<file path="src/logic/bmsl_pkg.sv">
/*
  shared constants, register map and setting types of the boot mode stream loader.
  assumes a 50 MHz apb clock and a serial mode source clocked by our divided clock.
*/
// Functional notes
// RQ1: stream moves one bit per serial clock period, bus clock divided by 256.
// RQ2: settings are captured only during the init sequence, then stay fixed; the code keeps the short-multiply bit writable over apb.
// RQ3: source drives zero in reserved positions 0, 18, 20-24, 27 onward.
// RQ4: bits 1-4 pick transmit pattern, bit 4 msb; codes 9-15 never sent.
// RQ5: multiplier field codes 0-6 give ratios 2 to 8; code 7 reserved.
// RQ6: bit 8 low means little-endian, high means big-endian.
// RQ7: bits 10:9 pick write protocol: legacy, reserved, pipelined, reissue.
// RQ8: bit 11 low routes timer interrupt to input five, high cuts it.
// RQ9: bit 12 low selects 64-bit interface, high selects 32-bit.
// RQ10: 32-bit mode uses four check bits instead of eight.
// RQ11: bits 15-17 give 0 to 7 idle cycles between write address and data.
// RQ12: delay applies to all writes; code zero keeps legacy timing.
// RQ13: bit 19 is initial short-multiply setting; low enables it.
// RQ14: above 250 MHz pipeline, source must set bit 19.
// RQ15: short multiply disabled adds one cycle latency and repeat.
// RQ16: bits 25,26 sent as zero, copied to setup register bits 21:20.
// RQ17: source may be serial memory or glue logic making the bits.
// RQ18: stream sent in ascending order from position zero.
`default_nettype none
package bmsl_pkg;
  localparam int STREAM_BITS = 256;
  localparam int KEEP_BITS = 27;
  localparam int DIV_RATIO = 256;
  localparam logic [7:0] DIV_SAMPLE = 8'hff;
  // stream positions
  localparam int POS_TXPAT = 1;
  localparam int POS_RATIO = 5;
  localparam int POS_ENDIAN = 8;
  localparam int POS_NBWR = 9;
  localparam int POS_TIMER = 11;
  localparam int POS_WIDTH = 12;
  localparam int POS_WDELAY = 15;
  localparam int POS_FASTMUL = 19;
  localparam int POS_IDENT = 25;
  localparam logic [26:0] RSV_MASK = 27'h7f4_0001;
  localparam logic [3:0] TXPAT_MAX = 4'h8;
  localparam logic [2:0] RATIO_RSV = 3'h7;
  localparam logic [1:0] NBWR_RSV = 2'h1;
  localparam logic [3:0] RATIO_BASE = 4'h2;
  localparam logic [7:0] CHK_64 = 8'hff;
  localparam logic [7:0] CHK_32 = 8'h0f;
  // apb map
  localparam logic [11:0] OFS_STATUS = 12'h000;
  localparam logic [11:0] OFS_SETUP = 12'h004;
  localparam logic [11:0] OFS_STREAM = 12'h008;
  // setup register fields
  localparam int SU_RATIO = 0;
  localparam int SU_ENDIAN = 3;
  localparam int SU_NBWR = 4;
  localparam int SU_TIMER = 6;
  localparam int SU_WIDTH = 7;
  localparam int SU_WDELAY = 8;
  localparam int SU_FASTMUL = 11;
  localparam int SU_TXPAT = 12;
  localparam int SU_IDENT = 20;

  typedef enum logic [1:0] {
    BMSL_NB_LEGACY = 2'h0,
    BMSL_NB_RSV = 2'h1,
    BMSL_NB_PIPE = 2'h2,
    BMSL_NB_REISSUE = 2'h3
  } bmsl_nbwr_t;

  typedef struct packed {
    logic [3:0] tx_pattern;
    logic [2:0] ratio_code;
    logic big_endian;
    bmsl_nbwr_t nb_write;
    logic timer_irq_route_off;
    logic bus_32bit;
    logic [2:0] write_gap;
    logic fast_mul_off;
    logic [1:0] sys_ident;
  } bmsl_cfg_t;

  typedef struct packed {
    logic [3:0] pipe_ratio;
    logic [7:0] check_bits_en;
    logic mul_extra_cycle;
  } bmsl_core_t;
endpackage
`default_nettype wire

</file>
<file path="src/logic/bmsl_stream_rx.sv">
/*
  serial mode stream receiver: divides pclk by the ratio, drives the serial
  clock and shifts the incoming bits in ascending order.
  assumes the source changes its bit on the rising serial clock edge.
*/
`default_nettype none
module bmsl_stream_rx
  import bmsl_pkg::*;
#(
  parameter int NBITS = STREAM_BITS
) (
  input wire logic pclk,
  input wire logic presetn,
  input wire logic run,
  input wire logic mode_din,
  output logic mode_clk,
  output logic [KEEP_BITS-1:0] bits,
  output logic done
);
  logic [7:0] div;
  logic [2:0] sync;
  logic [8:0] count;
  logic sample;
  logic last;

  // clock high in the first half of each period
  assign mode_clk = run & ~div[7]; // [RQ1]
  assign sample = run && (div == DIV_SAMPLE) && (sync[2] == sync[1]);
  assign last = (count == 9'(NBITS - 1));

  // divider and three-stage pin synchroniser
  always_ff @(posedge pclk or negedge presetn) begin
    if (!presetn) begin
      div <= 8'h00;
      sync <= 3'h0;
    end else begin
      div <= run ? div + 8'h01 : 8'h00; // [RQ1]
      sync <= {sync[1:0], mode_din};
    end
  end

  // late-period sample lets the bit settle well before capture
  always_ff @(posedge pclk or negedge presetn) begin
    if (!presetn) begin
      count <= 9'h000;
      bits <= '0;
      done <= 1'b0;
    end else if (sample) begin
      if (count < 9'(KEEP_BITS))
        bits[count[4:0]] <= sync[2]; // [RQ18]
      count <= count + 9'h001;
      done <= last;
    end
  end
endmodule
`default_nettype wire

</file>
<file path="src/logic/bmsl_top.sv">
/*
  boot mode stream loader: loads the serial mode stream after reset, holds the
  core in init while loading, then presents settings, fixed but for the short-multiply bit, and an apb view.
  the settings have no reload path: a new stream needs a new reset.
  assumes a zero-wait apb master on pclk and a core that waits on init_busy.
  assumes timer_tick and wr_addr_sent come from logic on pclk, so they are
  used without synchronisers; only mode_din is a pin.
*/
`default_nettype none
module bmsl_top (
  input wire logic pclk,
  input wire logic presetn,
  // register bus
  input wire logic psel,
  input wire logic penable,
  input wire logic pwrite,
  input wire logic [11:0] paddr,
  input wire logic [31:0] pwdata,
  output logic [31:0] prdata,
  output logic pready,
  output logic pslverr,
  // serial mode link
  input wire logic mode_din,
  output logic mode_clk,
  // settings handed to the core
  output logic init_busy,
  output bmsl_pkg::bmsl_cfg_t cfg,
  output bmsl_pkg::bmsl_core_t core,
  // timer routing and write timing
  input wire logic timer_tick,
  output logic int5_timer_req,
  input wire logic wr_addr_sent,
  output logic wr_data_go
);
  import bmsl_pkg::*;

  // receiver and load state
  logic [KEEP_BITS-1:0] bits;
  logic rx_done;
  logic loaded;
  bmsl_cfg_t next_cfg;

  // reserved-code checks on the raw stream
  logic rsv_set;
  logic txpat_bad;
  logic ratio_bad;
  logic nbwr_bad;
  logic bad_code;

  // write gap counter
  logic [2:0] gap_cnt;
  logic [2:0] gap_next;
  logic gap_run;
  logic gap_start;
  logic gap_none;
  logic gap_end;

  // apb decode and read views
  logic [31:0] setup_word;
  logic [31:0] status_word;
  logic [31:0] next_prdata;
  logic apb_acc;
  logic hit_status;
  logic hit_setup;
  logic hit_stream;
  logic hit_any;
  logic setup_wr;
  logic rd_capture;
  logic next_fast_mul_off;

  // core-facing next values
  bmsl_core_t next_core;
  logic next_int5;

  // one offset compare, shared by every register decode
  function automatic logic addr_is(input logic [11:0] a, input logic [11:0] ofs);
    return a == ofs;
  endfunction

  // receiver runs only until the stream is in
  // run drops once loaded, which parks mode_clk low
  bmsl_stream_rx #(
    .NBITS(STREAM_BITS)
  ) u_rx (
    .pclk(pclk),
    .presetn(presetn),
    .run(~loaded),
    .mode_din(mode_din),
    .mode_clk(mode_clk),
    .bits(bits),
    .done(rx_done)
  );

  // decode of the raw stream into settings
  // field positions follow the stream, lowest position first
  assign next_cfg.tx_pattern = bits[POS_TXPAT +: 4]; // [RQ4]
  assign next_cfg.ratio_code = bits[POS_RATIO +: 3]; // [RQ5]
  assign next_cfg.big_endian = bits[POS_ENDIAN]; // [RQ6]
  assign next_cfg.nb_write = bmsl_nbwr_t'(bits[POS_NBWR +: 2]); // [RQ7]
  assign next_cfg.timer_irq_route_off = bits[POS_TIMER]; // [RQ8]
  assign next_cfg.bus_32bit = bits[POS_WIDTH]; // [RQ9]
  assign next_cfg.write_gap = bits[POS_WDELAY +: 3]; // [RQ11]
  assign next_cfg.fast_mul_off = bits[POS_FASTMUL]; // [RQ13]
  assign next_cfg.sys_ident = bits[POS_IDENT +: 2]; // [RQ16]

  // reserved codes are reported, not corrected; the source owns them
  assign rsv_set = |(bits & RSV_MASK);
  assign txpat_bad = (next_cfg.tx_pattern > TXPAT_MAX);
  assign ratio_bad = (next_cfg.ratio_code == RATIO_RSV);
  assign nbwr_bad = (next_cfg.nb_write == BMSL_NB_RSV);
  // one flag for all; software reads the raw stream to see which field
  assign bad_code = rsv_set | txpat_bad | ratio_bad | nbwr_bad;

  // apb decode; zero wait states
  assign apb_acc = psel & penable;
  assign hit_status = addr_is(paddr, OFS_STATUS);
  assign hit_setup = addr_is(paddr, OFS_SETUP);
  assign hit_stream = addr_is(paddr, OFS_STREAM);
  assign hit_any = hit_status | hit_setup | hit_stream;
  assign pready = 1'b1;
  assign pslverr = apb_acc & ~hit_any;
  assign setup_wr = apb_acc & pwrite & hit_setup & loaded;
  assign rd_capture = psel & ~penable & ~pwrite;
  assign next_fast_mul_off = pwdata[SU_FASTMUL];

  // software view of the settings
  always_comb begin
    setup_word = 32'h0000_0000;
    setup_word[SU_RATIO +: 3] = cfg.ratio_code;
    setup_word[SU_ENDIAN] = cfg.big_endian;
    setup_word[SU_NBWR +: 2] = cfg.nb_write;
    setup_word[SU_TIMER] = cfg.timer_irq_route_off;
    setup_word[SU_WIDTH] = cfg.bus_32bit;
    setup_word[SU_WDELAY +: 3] = cfg.write_gap;
    setup_word[SU_FASTMUL] = cfg.fast_mul_off;
    setup_word[SU_TXPAT +: 4] = cfg.tx_pattern;
    setup_word[SU_IDENT +: 2] = cfg.sys_ident; // [RQ16]
  end

  // status: gap counting, reserved code seen, loaded
  assign status_word = {29'h0000_0000, gap_run, bad_code & loaded, loaded};

  // read mux; unmapped offsets read zero
  always_comb begin
    next_prdata = 32'h0000_0000;
    if (hit_status)
      next_prdata = status_word;
    else if (hit_setup)
      next_prdata = setup_word;
    else if (hit_stream)
      next_prdata = {5'h00, bits};
  end

  // read data registered at the setup phase, stable through the access
  always_ff @(posedge pclk or negedge presetn) begin
    if (!presetn)
      prdata <= 32'h0000_0000;
    else if (rd_capture)
      prdata <= next_prdata;
  end

  // settings latch once; only the short-multiply bit stays writable
  // load wins; a setup write cannot meet it since writes wait for load
  always_ff @(posedge pclk or negedge presetn) begin
    if (!presetn) begin
      loaded <= 1'b0;
      cfg <= '0;
    end else if (!loaded && rx_done) begin
      loaded <= 1'b1; // [RQ2]
      cfg <= next_cfg; // [RQ2]
    end else if (setup_wr) begin
      cfg.fast_mul_off <= next_fast_mul_off; // [RQ13]
    end
  end

  // core held in init until the stream is in
  assign init_busy = ~loaded; // [RQ2]

  // settings as the core consumes them; registered so the core sees clean levels
  assign next_core.pipe_ratio = {1'b0, cfg.ratio_code} + RATIO_BASE; // [RQ5]
  assign next_core.check_bits_en = cfg.bus_32bit ? CHK_32 : CHK_64; // [RQ10]
  assign next_core.mul_extra_cycle = cfg.fast_mul_off; // [RQ15]
  // timer pulses pass only once loaded and while routed to input five
  assign next_int5 = loaded & timer_tick & ~cfg.timer_irq_route_off; // [RQ8]

  always_ff @(posedge pclk or negedge presetn) begin
    if (!presetn) begin
      core <= '0;
      int5_timer_req <= 1'b0;
    end else begin
      core <= next_core;
      int5_timer_req <= next_int5;
    end
  end

  // idle cycles between write address and write data; an address that comes
  // while counting is ignored, so the requester must wait for wr_data_go
  assign gap_start = wr_addr_sent && loaded && !gap_run;
  assign gap_none = (cfg.write_gap == 3'h0);
  assign gap_next = gap_cnt + 3'h1;
  assign gap_end = gap_run && (gap_next == cfg.write_gap);

  always_ff @(posedge pclk or negedge presetn) begin
    if (!presetn) begin
      gap_run <= 1'b0;
      gap_cnt <= 3'h0;
      wr_data_go <= 1'b0;
    end else begin
      wr_data_go <= 1'b0;
      if (gap_start) begin
        gap_cnt <= 3'h0;
        if (gap_none)
          wr_data_go <= 1'b1; // [RQ12]
        else
          gap_run <= 1'b1; // [RQ11]
      end else if (gap_run) begin
        gap_cnt <= gap_next;
        if (gap_end) begin
          gap_run <= 1'b0;
          wr_data_go <= 1'b1; // [RQ11]
        end
      end
    end
  end

endmodule
`default_nettype wire

</file>
<file path="config.mk">
export PLATFORM = sky130hd
export DESIGN_NAME = bmsl_top
export DESIGN_NICKNAME = d
export VERILOG_FILES = /design/src/logic/bmsl_pkg.sv /design/src/logic/bmsl_stream_rx.sv /design/src/logic/bmsl_top.sv
export SDC_FILE = /design/constraint.sdc
export NUM_CORES = 1
export LEC_CHECK = 0
export BUFFER_PORTS_ARGS = -buffer_cell sky130_fd_sc_hd__buf_4
export CAP_MARGIN = 25
export CORE_ASPECT_RATIO = 1.4
export CORE_MARGIN = 2
export CORE_UTILIZATION = 48
export CTS_BUF_LIST = sky130_fd_sc_hd__clkbuf_16
export DETAILED_ROUTE_END_ITERATION = 6
export PLACE_DENSITY_LB_ADDON = 0.1
export SYNTH_ARGS = -nofsm -noshare
export SYNTH_HDL_FRONTEND = slang
export SYNTH_SLANG_ARGS = --single-unit
</file>
<file path="constraint.sdc">
create_clock -name pclk -period 3.65 [get_ports pclk]
set_clock_uncertainty 0.05 [all_clocks]
set_input_delay 0.1825 -clock pclk [delete_from_list [all_inputs] [get_ports pclk]]
set_output_delay 0.1825 -clock pclk [all_outputs]
set_load 0.02 [all_outputs]
</file>
Yosys cells after proc, flatten, opt, wreduce, memory -nomap -nowiden --
Cells that the tools add are included.
Operators by class: add/subtract/negate cells 4, $mul 0, divide/modulo/power cells 0, magnitude comparators 4, equality and inequality tests 9, shift operators 0, muxes and demuxes 20, bitwise logic cells 22, reductions and logical operators 15
Operator list (number):
- 32-bit 2-to-1 mux | 2
- 27-bit bitwise mux | 1
- 27-bit 2-to-1 mux | 1
- 8-bit 2-to-1 mux | 2
- 12-bit by 3-bit equality test with 1-bit output (second input constant) | 1
- 12-bit by 4-bit equality test with 1-bit output (second input constant) | 1
- 12-bit zero test | 1
- 1-bit bitwise AND | 11
- 1-bit 2-to-1 mux | 11
- 9-bit by 1-bit adder with 9-bit output (second input constant) | 1
- 9-bit by 8-bit equality test with 1-bit output (second input constant) | 1
- 9-bit by 5-bit < comparator with 1-bit output (second input constant) | 1
- 9-bit OR reduction | 1
- 8-bit by 1-bit adder with 8-bit output (second input constant) | 1
- 8-bit equality test (second input constant) | 1
- 1-bit logical AND | 7
- 5-bit by 6-bit < comparator with 1-bit output (second input constant) | 1
- 3-bit 2-to-1 mux | 2
- 1-bit NOT | 6
- 1-bit demux with 5-bit select | 1
- 5-bit by 1-bit >= comparator with 1-bit output (second input constant) | 1
- 1-bit bitwise OR | 5
- 3-bit by 2-bit adder with 4-bit output (second input constant) | 1
- 4-bit greater-than comparator (second input constant) | 1
- 10 further kinds | 12
Storage, ports and cells: register bits after elaboration 118, latch bits 0, bits in writable memories 0, ROM bits 0, bits of input ports 52, word-level logic and storage cells 97, memories 0

Longest topological paths before layout --
Gate-level depths: netlist of run 1.
depth after elaboration 6, gate-level depth with buffers 8, depth with buffers taken out 6

By module --
A second synthesis of run 1 with hierarchy kept.
Unflattened totals: cells, all modules 451, area total of the unflattened synthesis 5059.9 um^2
By module, submodules not included:
- bmsl_top | instances 1, cells an instance 255, area an instance 2667.6 um^2, sequential area each 1476.4 um^2
- bmsl_stream_rx | instances 1, cells an instance 196, area an instance 2392.3 um^2, sequential area each 1201.2 um^2

Least setup slack after synthesis of run 1 --
OpenSTA, ideal clock, no wires.
path type register -> register, start point reg u_rx.div[0], end point reg u_rx.bits[11], data arrival time 2400 ps, required time 3475 ps, setup slack 1075 ps, cell stages (with the launch flop) 9, path buffers 2, period minus slack after synthesis 2575 ps, cell sequence dfrtp_1 > ha_1 > nand3_2 > or4_1 > buf_6 > or4_4 > buf_6 > nor2b_1 > mux2_2
Between the ends: cells in the longest elaborated chain, start to end 4
RTL lines:
- start, declared | RTL line bmsl_stream_rx.sv:20 | logic [7:0] div;
- start signal, assigned | RTL line bmsl_stream_rx.sv:37 | div <= run ? div + 8'h01 : 8'h00;
- 8-bit equality test | RTL line bmsl_stream_rx.sv:28 | assign sample = run && (div == DIV_SAMPLE) && (sync[2] == sync[1]);
- 1-bit logical AND (2 in a row) | RTL line bmsl_stream_rx.sv:28
- 2-bit AND reduction (no line)
- end signal, assigned by index | RTL line bmsl_stream_rx.sv:50 | bits[count[4:0]] <= sync[2];
- end, declared | RTL line bmsl_stream_rx.sv:17 | output logic [KEEP_BITS-1:0] bits,
Every way passes these cells. A chain may end at the register's enable or synchronous reset.

Worst setup path after layout of run 1 --
Ends and elaborated chain as after synthesis.

==> reports/qor.txt, run 1 <==
Synth-to-layout area growth -> 20.18%
Clk root buf -> clkbuf_16
Worst R2R Path Depth -> 6
Crit path DAT -> 2920 ps
Clock power frac -> 0.408
Crit path cell chain -> ha_1, nand3_2, or4_1, or4_4, nor2b_1, mux2_2
GP Congestion -> 0.8276
Slew margin rel. -> 0.4542
Vias -> 3260
Slowest cell delay on critical path -> 750 ps
Antenna violations before repair -> 0
Hold endpoint -> int5_timer_req$_DFF_PN0_
CTS tree -> yes
Vias in the first global route -> 3207
Clock sinks -> 107
Family with the most delay on the worst path -> simple AND/OR/NAND/NOR gates
Status -> complete, no violations
Buf+Inv Stages, Crit Path -> 0
Post CTS Setup Buffer Count -> 0
Synth top area cells -> dfrtp_1 56%, mux2_2 9.7%, nand2_1 3.9%
Final worst slack -> 902.3 ps
Share of the synthesized area in the top cell type -> 0.5617
Data required time of the critical path -> 3820 ps
Total routed wirelength -> 9864 um
Overall Global Routing Usage -> 0.1988
Worst-margin pin slew -> 816.7 ps
Startpoint Class -> flip-flop
Die Wd -> 88.23 um
Reg2reg start -> u_rx.div[0]$_DFF_PN0_
Post-route cell area -> 5729 sq um
Worst vdd ir -> 0.2708 mV
Hold Startpoint -> timer_tick
Most common cell after layout, fill and taps aside -> dfrtp_1
# port buffers -> 83
Core area -> 9792 sq um
First-pass GRT wire length -> 16410 um
Nets -> 546
Area after DPL -> 5441 sq um
Hold path depth -> 2
Initial Util -> 0.4868
IO Count -> 121
Hold crit path type -> in2reg
CP Class -> reg2reg
Fin Hold WS -> 65.17 ps
Cell Int Power -> 1.672 mW
Synth async-reset ratio -> 1.000
Switching part of the total -> 0.2202
Std cell rows -> 43
Max Freq -> 363.9 MHz
CP endpoint kind -> flip-flop
Avg WL per Cell -> 15.76 um
Final antenna-violating net count -> 0
CTS max path bufs -> 2
Yosys warning total -> 0
DR iter-0 viols -> 157
Reg2reg end -> u_rx.bits[11]$_DFFE_PN0P_
# fillers -> 866
Yosys top cell by area -> dfrtp_1
Pre-CTS setup slack -> 890.4 ps
DIE AREA -> 10760 sq um
Netlist cell types -> 45
PD cells -> 374.3 nW/um^2
Max-Cap Viols -> 0
Post_cts resized -> 0
Dpl hpwl -> 7329 um
GR Overflow Total -> 0
Die H -> 121.9 um
Reg2reg setup slack -> 900 ps
Sequential cell area fraction in the yosys report -> 0.5617
NetSw -> 0.4721 mW
Gate Count Post-Synth -> 411
Vias per cell -> 5.208
Most frequent cells in the layout -> 107 x dfrtp_1, 91 x buf_4, 50 x nand2_1, 41 x mux2_2
Synth Cell Area -> 4767 sq um
Fin. Hold Viols -> 0
Synthesized area per cell -> 11.60 sq um
Clock latency on the worst-skew pair -> 340 ps
1st-pass router iterations -> 4
Post-synth EDFFs -> 0
Logic pwr share -> 0.038
Number of CTS-inserted buffers -> 9
RSZ-0062 raised after global routing -> no
Critical Path Slowest Stage Cell -> or4_1
Setup TNS -> 0 ps
Final setup vio count -> 0
N_diodes -> 0
Tmin final -> 2748 ps
Share of cells above drive strength 1 -> 0.3279
Flop pwr share -> 0.554
H-tree levels -> 3
Ys flop type -> dfrtp_1
Final Cycle Share -> 0.7528
Max Slew Vio Count -> 0
Synth Register Bits -> 107
Clock slew at reported path FFs -> 70 ps
DR DRC count -> 0
CP max FO -> 8
Largest net degree at the start of global routing -> 49
Static leakage -> 2.764 nW
[worst max-delay path by stage]
stage / from / to / slack (ps) / depth (start not counted)
2_1_floorplan: u_rx.div[0]$_DFF_PN0_ / u_rx.bits[11]$_DFFE_PN0P_ / 1080 / 8
3_3_place_gp: u_rx.div[0]$_DFF_PN0_ / u_rx.bits[11]$_DFFE_PN0P_ / 900 / 6
3_5_place_dp: u_rx.div[0]$_DFF_PN0_ / u_rx.bits[11]$_DFFE_PN0P_ / 890 / 6
4_1_cts: u_rx.div[0]$_DFF_PN0_ / u_rx.bits[11]$_DFFE_PN0P_ / 880 / 6
5_1_grt: u_rx.div[0]$_DFF_PN0_ / u_rx.bits[11]$_DFFE_PN0P_ / 760 / 6
6_report: u_rx.div[0]$_DFF_PN0_ / u_rx.bits[11]$_DFFE_PN0P_ / 900 / 6
[registers in the layout, indices dropped and copies added (netlist names)]
signal and count:
cfg 18, u_rx.div 8, loaded 1, int5_timer_req 1, core 7, u_rx.done 1
u_rx.sync 3, gap_run 1, u_rx.count 9, gap_cnt 3, wr_data_go 1, prdata 27
u_rx.bits 27
[final cells by class]
class	count	area [sq um]	area share
clock buffer	9	225.2	0.03931
clock inverter	7	42.54	0.007425
inverter	9	33.78	0.005896
multi-input combinational	266	1878	0.3278
sequential	107	2678	0.4674
tap	135	168.9	0.02948
timing repair buffer	93	703.2	0.1227
[routing by layer]
layer | up-vias | routed length (um) | track usage
li1 | 1570 | - | -
met1 | 1628 | 4248 | 0.2661
met2 | 50 | 5133 | 0.3224
met3 | 12 | 322 | 0.04810
met4 | 0 | 160 | 0.05587
met5 | - | 0 | 0
[synthesized netlist by cell type (2+ instances only)]
master,number
dfrtp_1,107
nand2_1,50
mux2_2,41
nor2_1,23
o21ai_0,23
a22oi_1,18
clkbuf_1,17
buf_4,14
nand3_1,14
a22o_1,10
inv_1,9
xor2_1,9
ha_1,8
a21oi_1,7
xnor2_1,7
nor2b_1,6
nand4_1,4
nor4_1,4
and2b_1,3
mux2_4,3
nand2b_4,3
or2_2,3
or4_1,3
buf_6,2
conb_1,2
nor3b_1,2
[through the flow]
stage / power, mW / utilization / instances
global route: 2.233 / 0.5851 / 626
detailed placement: 1.293 / 0.5557 / 608
global placement: 1.292 / 0.5557 / 608
CTS: 2.174 / 0.5851 / 626
floorplan: 1.245 / - / 416
finish: 2.144 / 0.5851 / 626
[power groups by stage]
stage               registers, mW  clock network, mW  logic [mW]
floorplan                    1.21                  0      0.0328
global placement             1.21                  0      0.0805
detailed placement           1.21                  0      0.0814
CTS                          1.19              0.903      0.0830
global route                 1.19              0.953      0.0915
finish                       1.19              0.875      0.0808
[logic make-up after synthesis]
family	count (synthesis)	synth area share
flip-flops	107	0.5617
other	2	0.001575
AND/OR/NAND/NOR	126	0.1394
multiplexers	45	0.1084
buffers and inverters	43	0.04829
AO/OA/AOI/OAI	64	0.09029
XOR/XNOR	16	0.02940
adder cells (fa/ha/maj)	8	0.02100
[timing repair]
item | 4_1_cts | 5_1_grt
setup endpoints to repair | 0 | 0
hold endpoints to repair | 47 | 0
hold buffers | 2 | 0
(Power assumes the default switching activity.)
==> run 2: changes to the inputs <==
==> constraint.sdc (replaced) <==
create_clock -name pclk -period 2.5 [get_ports pclk]
set_clock_uncertainty 0.05 [all_clocks]
set_input_delay 0.125 -clock pclk [delete_from_list [all_inputs] [get_ports pclk]]
set_output_delay 0.125 -clock pclk [all_outputs]
set_load 0.02 [all_outputs]
==> reports/qor.txt, run 2 (synthesis results as in run 1) <==
Status -> complete, no violations
DR DRC count -> 0 (unchanged)
N_diodes -> 0 (unchanged)
Share of cells above drive strength 1 -> 0.3367 (+0.008791)
Core area -> 9792 sq um (unchanged)
First-pass GRT wire length -> 16460 um (+0.34%)
Vias -> 3341 (+2.5%)
Final setup vio count -> 0 (unchanged)
Tmin final -> 2368 ps (-379.8 ps)
DIE AREA -> 10760 sq um (unchanged)
RSZ-0062 raised after global routing -> no
Max Freq -> 422.3 MHz (+16%)
Antenna violations before repair -> 0 (unchanged)
H-tree levels -> 3 (unchanged)
Data required time of the critical path -> 2680 ps (-1140 ps)
Setup TNS -> 0 ps (unchanged)
Crit path DAT -> 2540 ps (-380 ps)
Clk root buf -> clkbuf_16
CTS tree -> yes
Number of CTS-inserted buffers -> 9 (unchanged)
Worst vdd ir -> 0.3021 mV (+12%)
Metal3 WL -> 383 um (+19%)
Overall Global Routing Usage -> 0.1977 (-0.001097)
Clock sinks -> 107 (unchanged)
Hold crit path type -> in2reg
Top layer used by detailed routing -> met4
1st-pass router iterations -> 4 (unchanged)
Met1 Wirelength -> 4387 um (+3.3%)
Clock latency on the worst-skew pair -> 340 ps (about the same)
Startpoint Class -> flip-flop
Vias per cell -> 5.295 (+1.7%)
Most common cell after layout, fill and taps aside -> dfrtp_1
Die Wd -> 88.23 um (unchanged)
Total routed wirelength -> 10270 um (+4.1%)
# port buffers -> 83 (unchanged)
CP max FO -> 8 (unchanged)
CTS max path bufs -> 2 (unchanged)
DR iter-0 viols -> 132 (-16%)
GR Overflow Total -> 0 (unchanged)
Synth-to-layout area growth -> 21.89%
IO Count -> 121 (unchanged)
Fin. Hold Viols -> 0 (unchanged)
CP Class -> reg2reg
Largest net degree at the start of global routing -> 84 (+71%)
Static leakage -> 2.800 nW (+1.3%)
Largest registers -> prdata: 27 flops, u_rx.bits: 27 flops, cfg: 18 flops
Die H -> 121.9 um (unchanged)
Max Slew Vio Count -> 0 (unchanged)
Clock slew at reported path FFs -> 70 ps (about the same)
Dpl hpwl -> 7366 um (+0.50%)
Std cell rows -> 43 (unchanged)
PD cells -> 537.3 nW/um^2 (+44%)
Fin util -> 0.5934 (+0.008306)
Max-Cap Viols -> 0 (unchanged)
Initial Util -> 0.4868 (unchanged)
Nets -> 552 (+1.1%)
Met2 routed wirelength -> 5405 um (+5.3%)
Final antenna-violating net count -> 0 (unchanged)
Avg WL per Cell -> 16.27 um (+3.3%)
GP Congestion -> 0.7977 (-3.6%)
Most frequent cells in the layout -> 107 x dfrtp_1, 94 x buf_4, 50 x nand2_1, 41 x mux2_2
Worst-margin pin slew -> 832.3 ps (+15.62 ps)
Slew margin rel. -> 0.4438 (-0.01044)
Final Cycle Share -> 0.9472 (+0.1944)
Vias in the first global route -> 3224 (+0.53%)
CP endpoint kind -> flip-flop
==> run 2: timing repair <==
action,4_1_cts,5_1_grt
buffers inserted,0,1
endpoints found under the setup margin,0,13
gates resized for setup,0,4
hold buffers,3,0
endpoints found under the hold margin,26,0
==> run 2: cell type report <==
type,count,area [sq um]
clock buffer,9,225.2
clock inverter,6,33.78
fill,845,3981
inverter,9,33.78
multi-input combinational,266,1904
sequential,107,2678
tap,135,168.9
timing repair buffer,99,767.0
==> run 2: worst paths after layout <==
| check | start | end | slack (ps) | cells after the start |
|---|---|---|---|---|
| setup / recovery | u_rx.div[1]$_DFF_PN0_ | u_rx.bits[11]$_DFFE_PN0P_ | 130 | 6 |
| hold / removal | pwdata[11] | cfg[2]$_DFFE_PN0P_ | 50 | 3 |
| setup reg to reg | u_rx.div[1]$_DFF_PN0_ | u_rx.bits[11]$_DFFE_PN0P_ | 130 | 6 |
| hold reg to reg | u_rx.sync[0]$_DFF_PN0_ | u_rx.sync[1]$_DFF_PN0_ | 300 | 0 |
| max in group asynchronous | presetn | prdata[22]$_DFFE_PN0P_ | 1470 | 3 |
| min in group asynchronous | presetn | core[12]$_DFF_PN0_ | 180 | 2 |
==> run 2: metrics by stage <==
step                      cells  power (mW)  worst slack (ps)  hold WS [ps]  instance area, sq um
after floorplan             416       1.818             19.01        -220.6                  4788
after global placement      612       1.887             86.88        0.3579                  5487
after detailed placement    612       1.889             41.82         5.781                  5487
after CTS                   630       3.161             22.34         40.54                  5776
after global routing        631       3.247             24.54         79.49                  5811
final                       631       3.122             132.1         46.60                  5811
==> run 2: critical path, cell delays in order, from the launching register on <==
cell and delay [ps]:
dfrtp_1 370, ha_2 230, nand3_4 100, or4_4 440, or4_4 560, nor2b_1 160
mux2_2 340
==> run 2: power by group <==
| group | switching [mW] | internal, mW | total (mW) |
|---|---|---|---|
| clock | 0.602 | 0.663 | 1.26 |
| sequential | 0.00197 | 1.73 | 1.74 |
| combinational | 0.0818 | 0.0400 | 0.122 |
| total | 0.685 | 2.44 | 3.12 |
==> run 2: layer usage <==
metal | track usage | vias up
li1 | - | 1571
met1 | 0.2609 | 1697
met2 | 0.3294 | 64
met3 | 0.03930 | 9
met4 | 0.05682 | 0
met5 | 0 | -
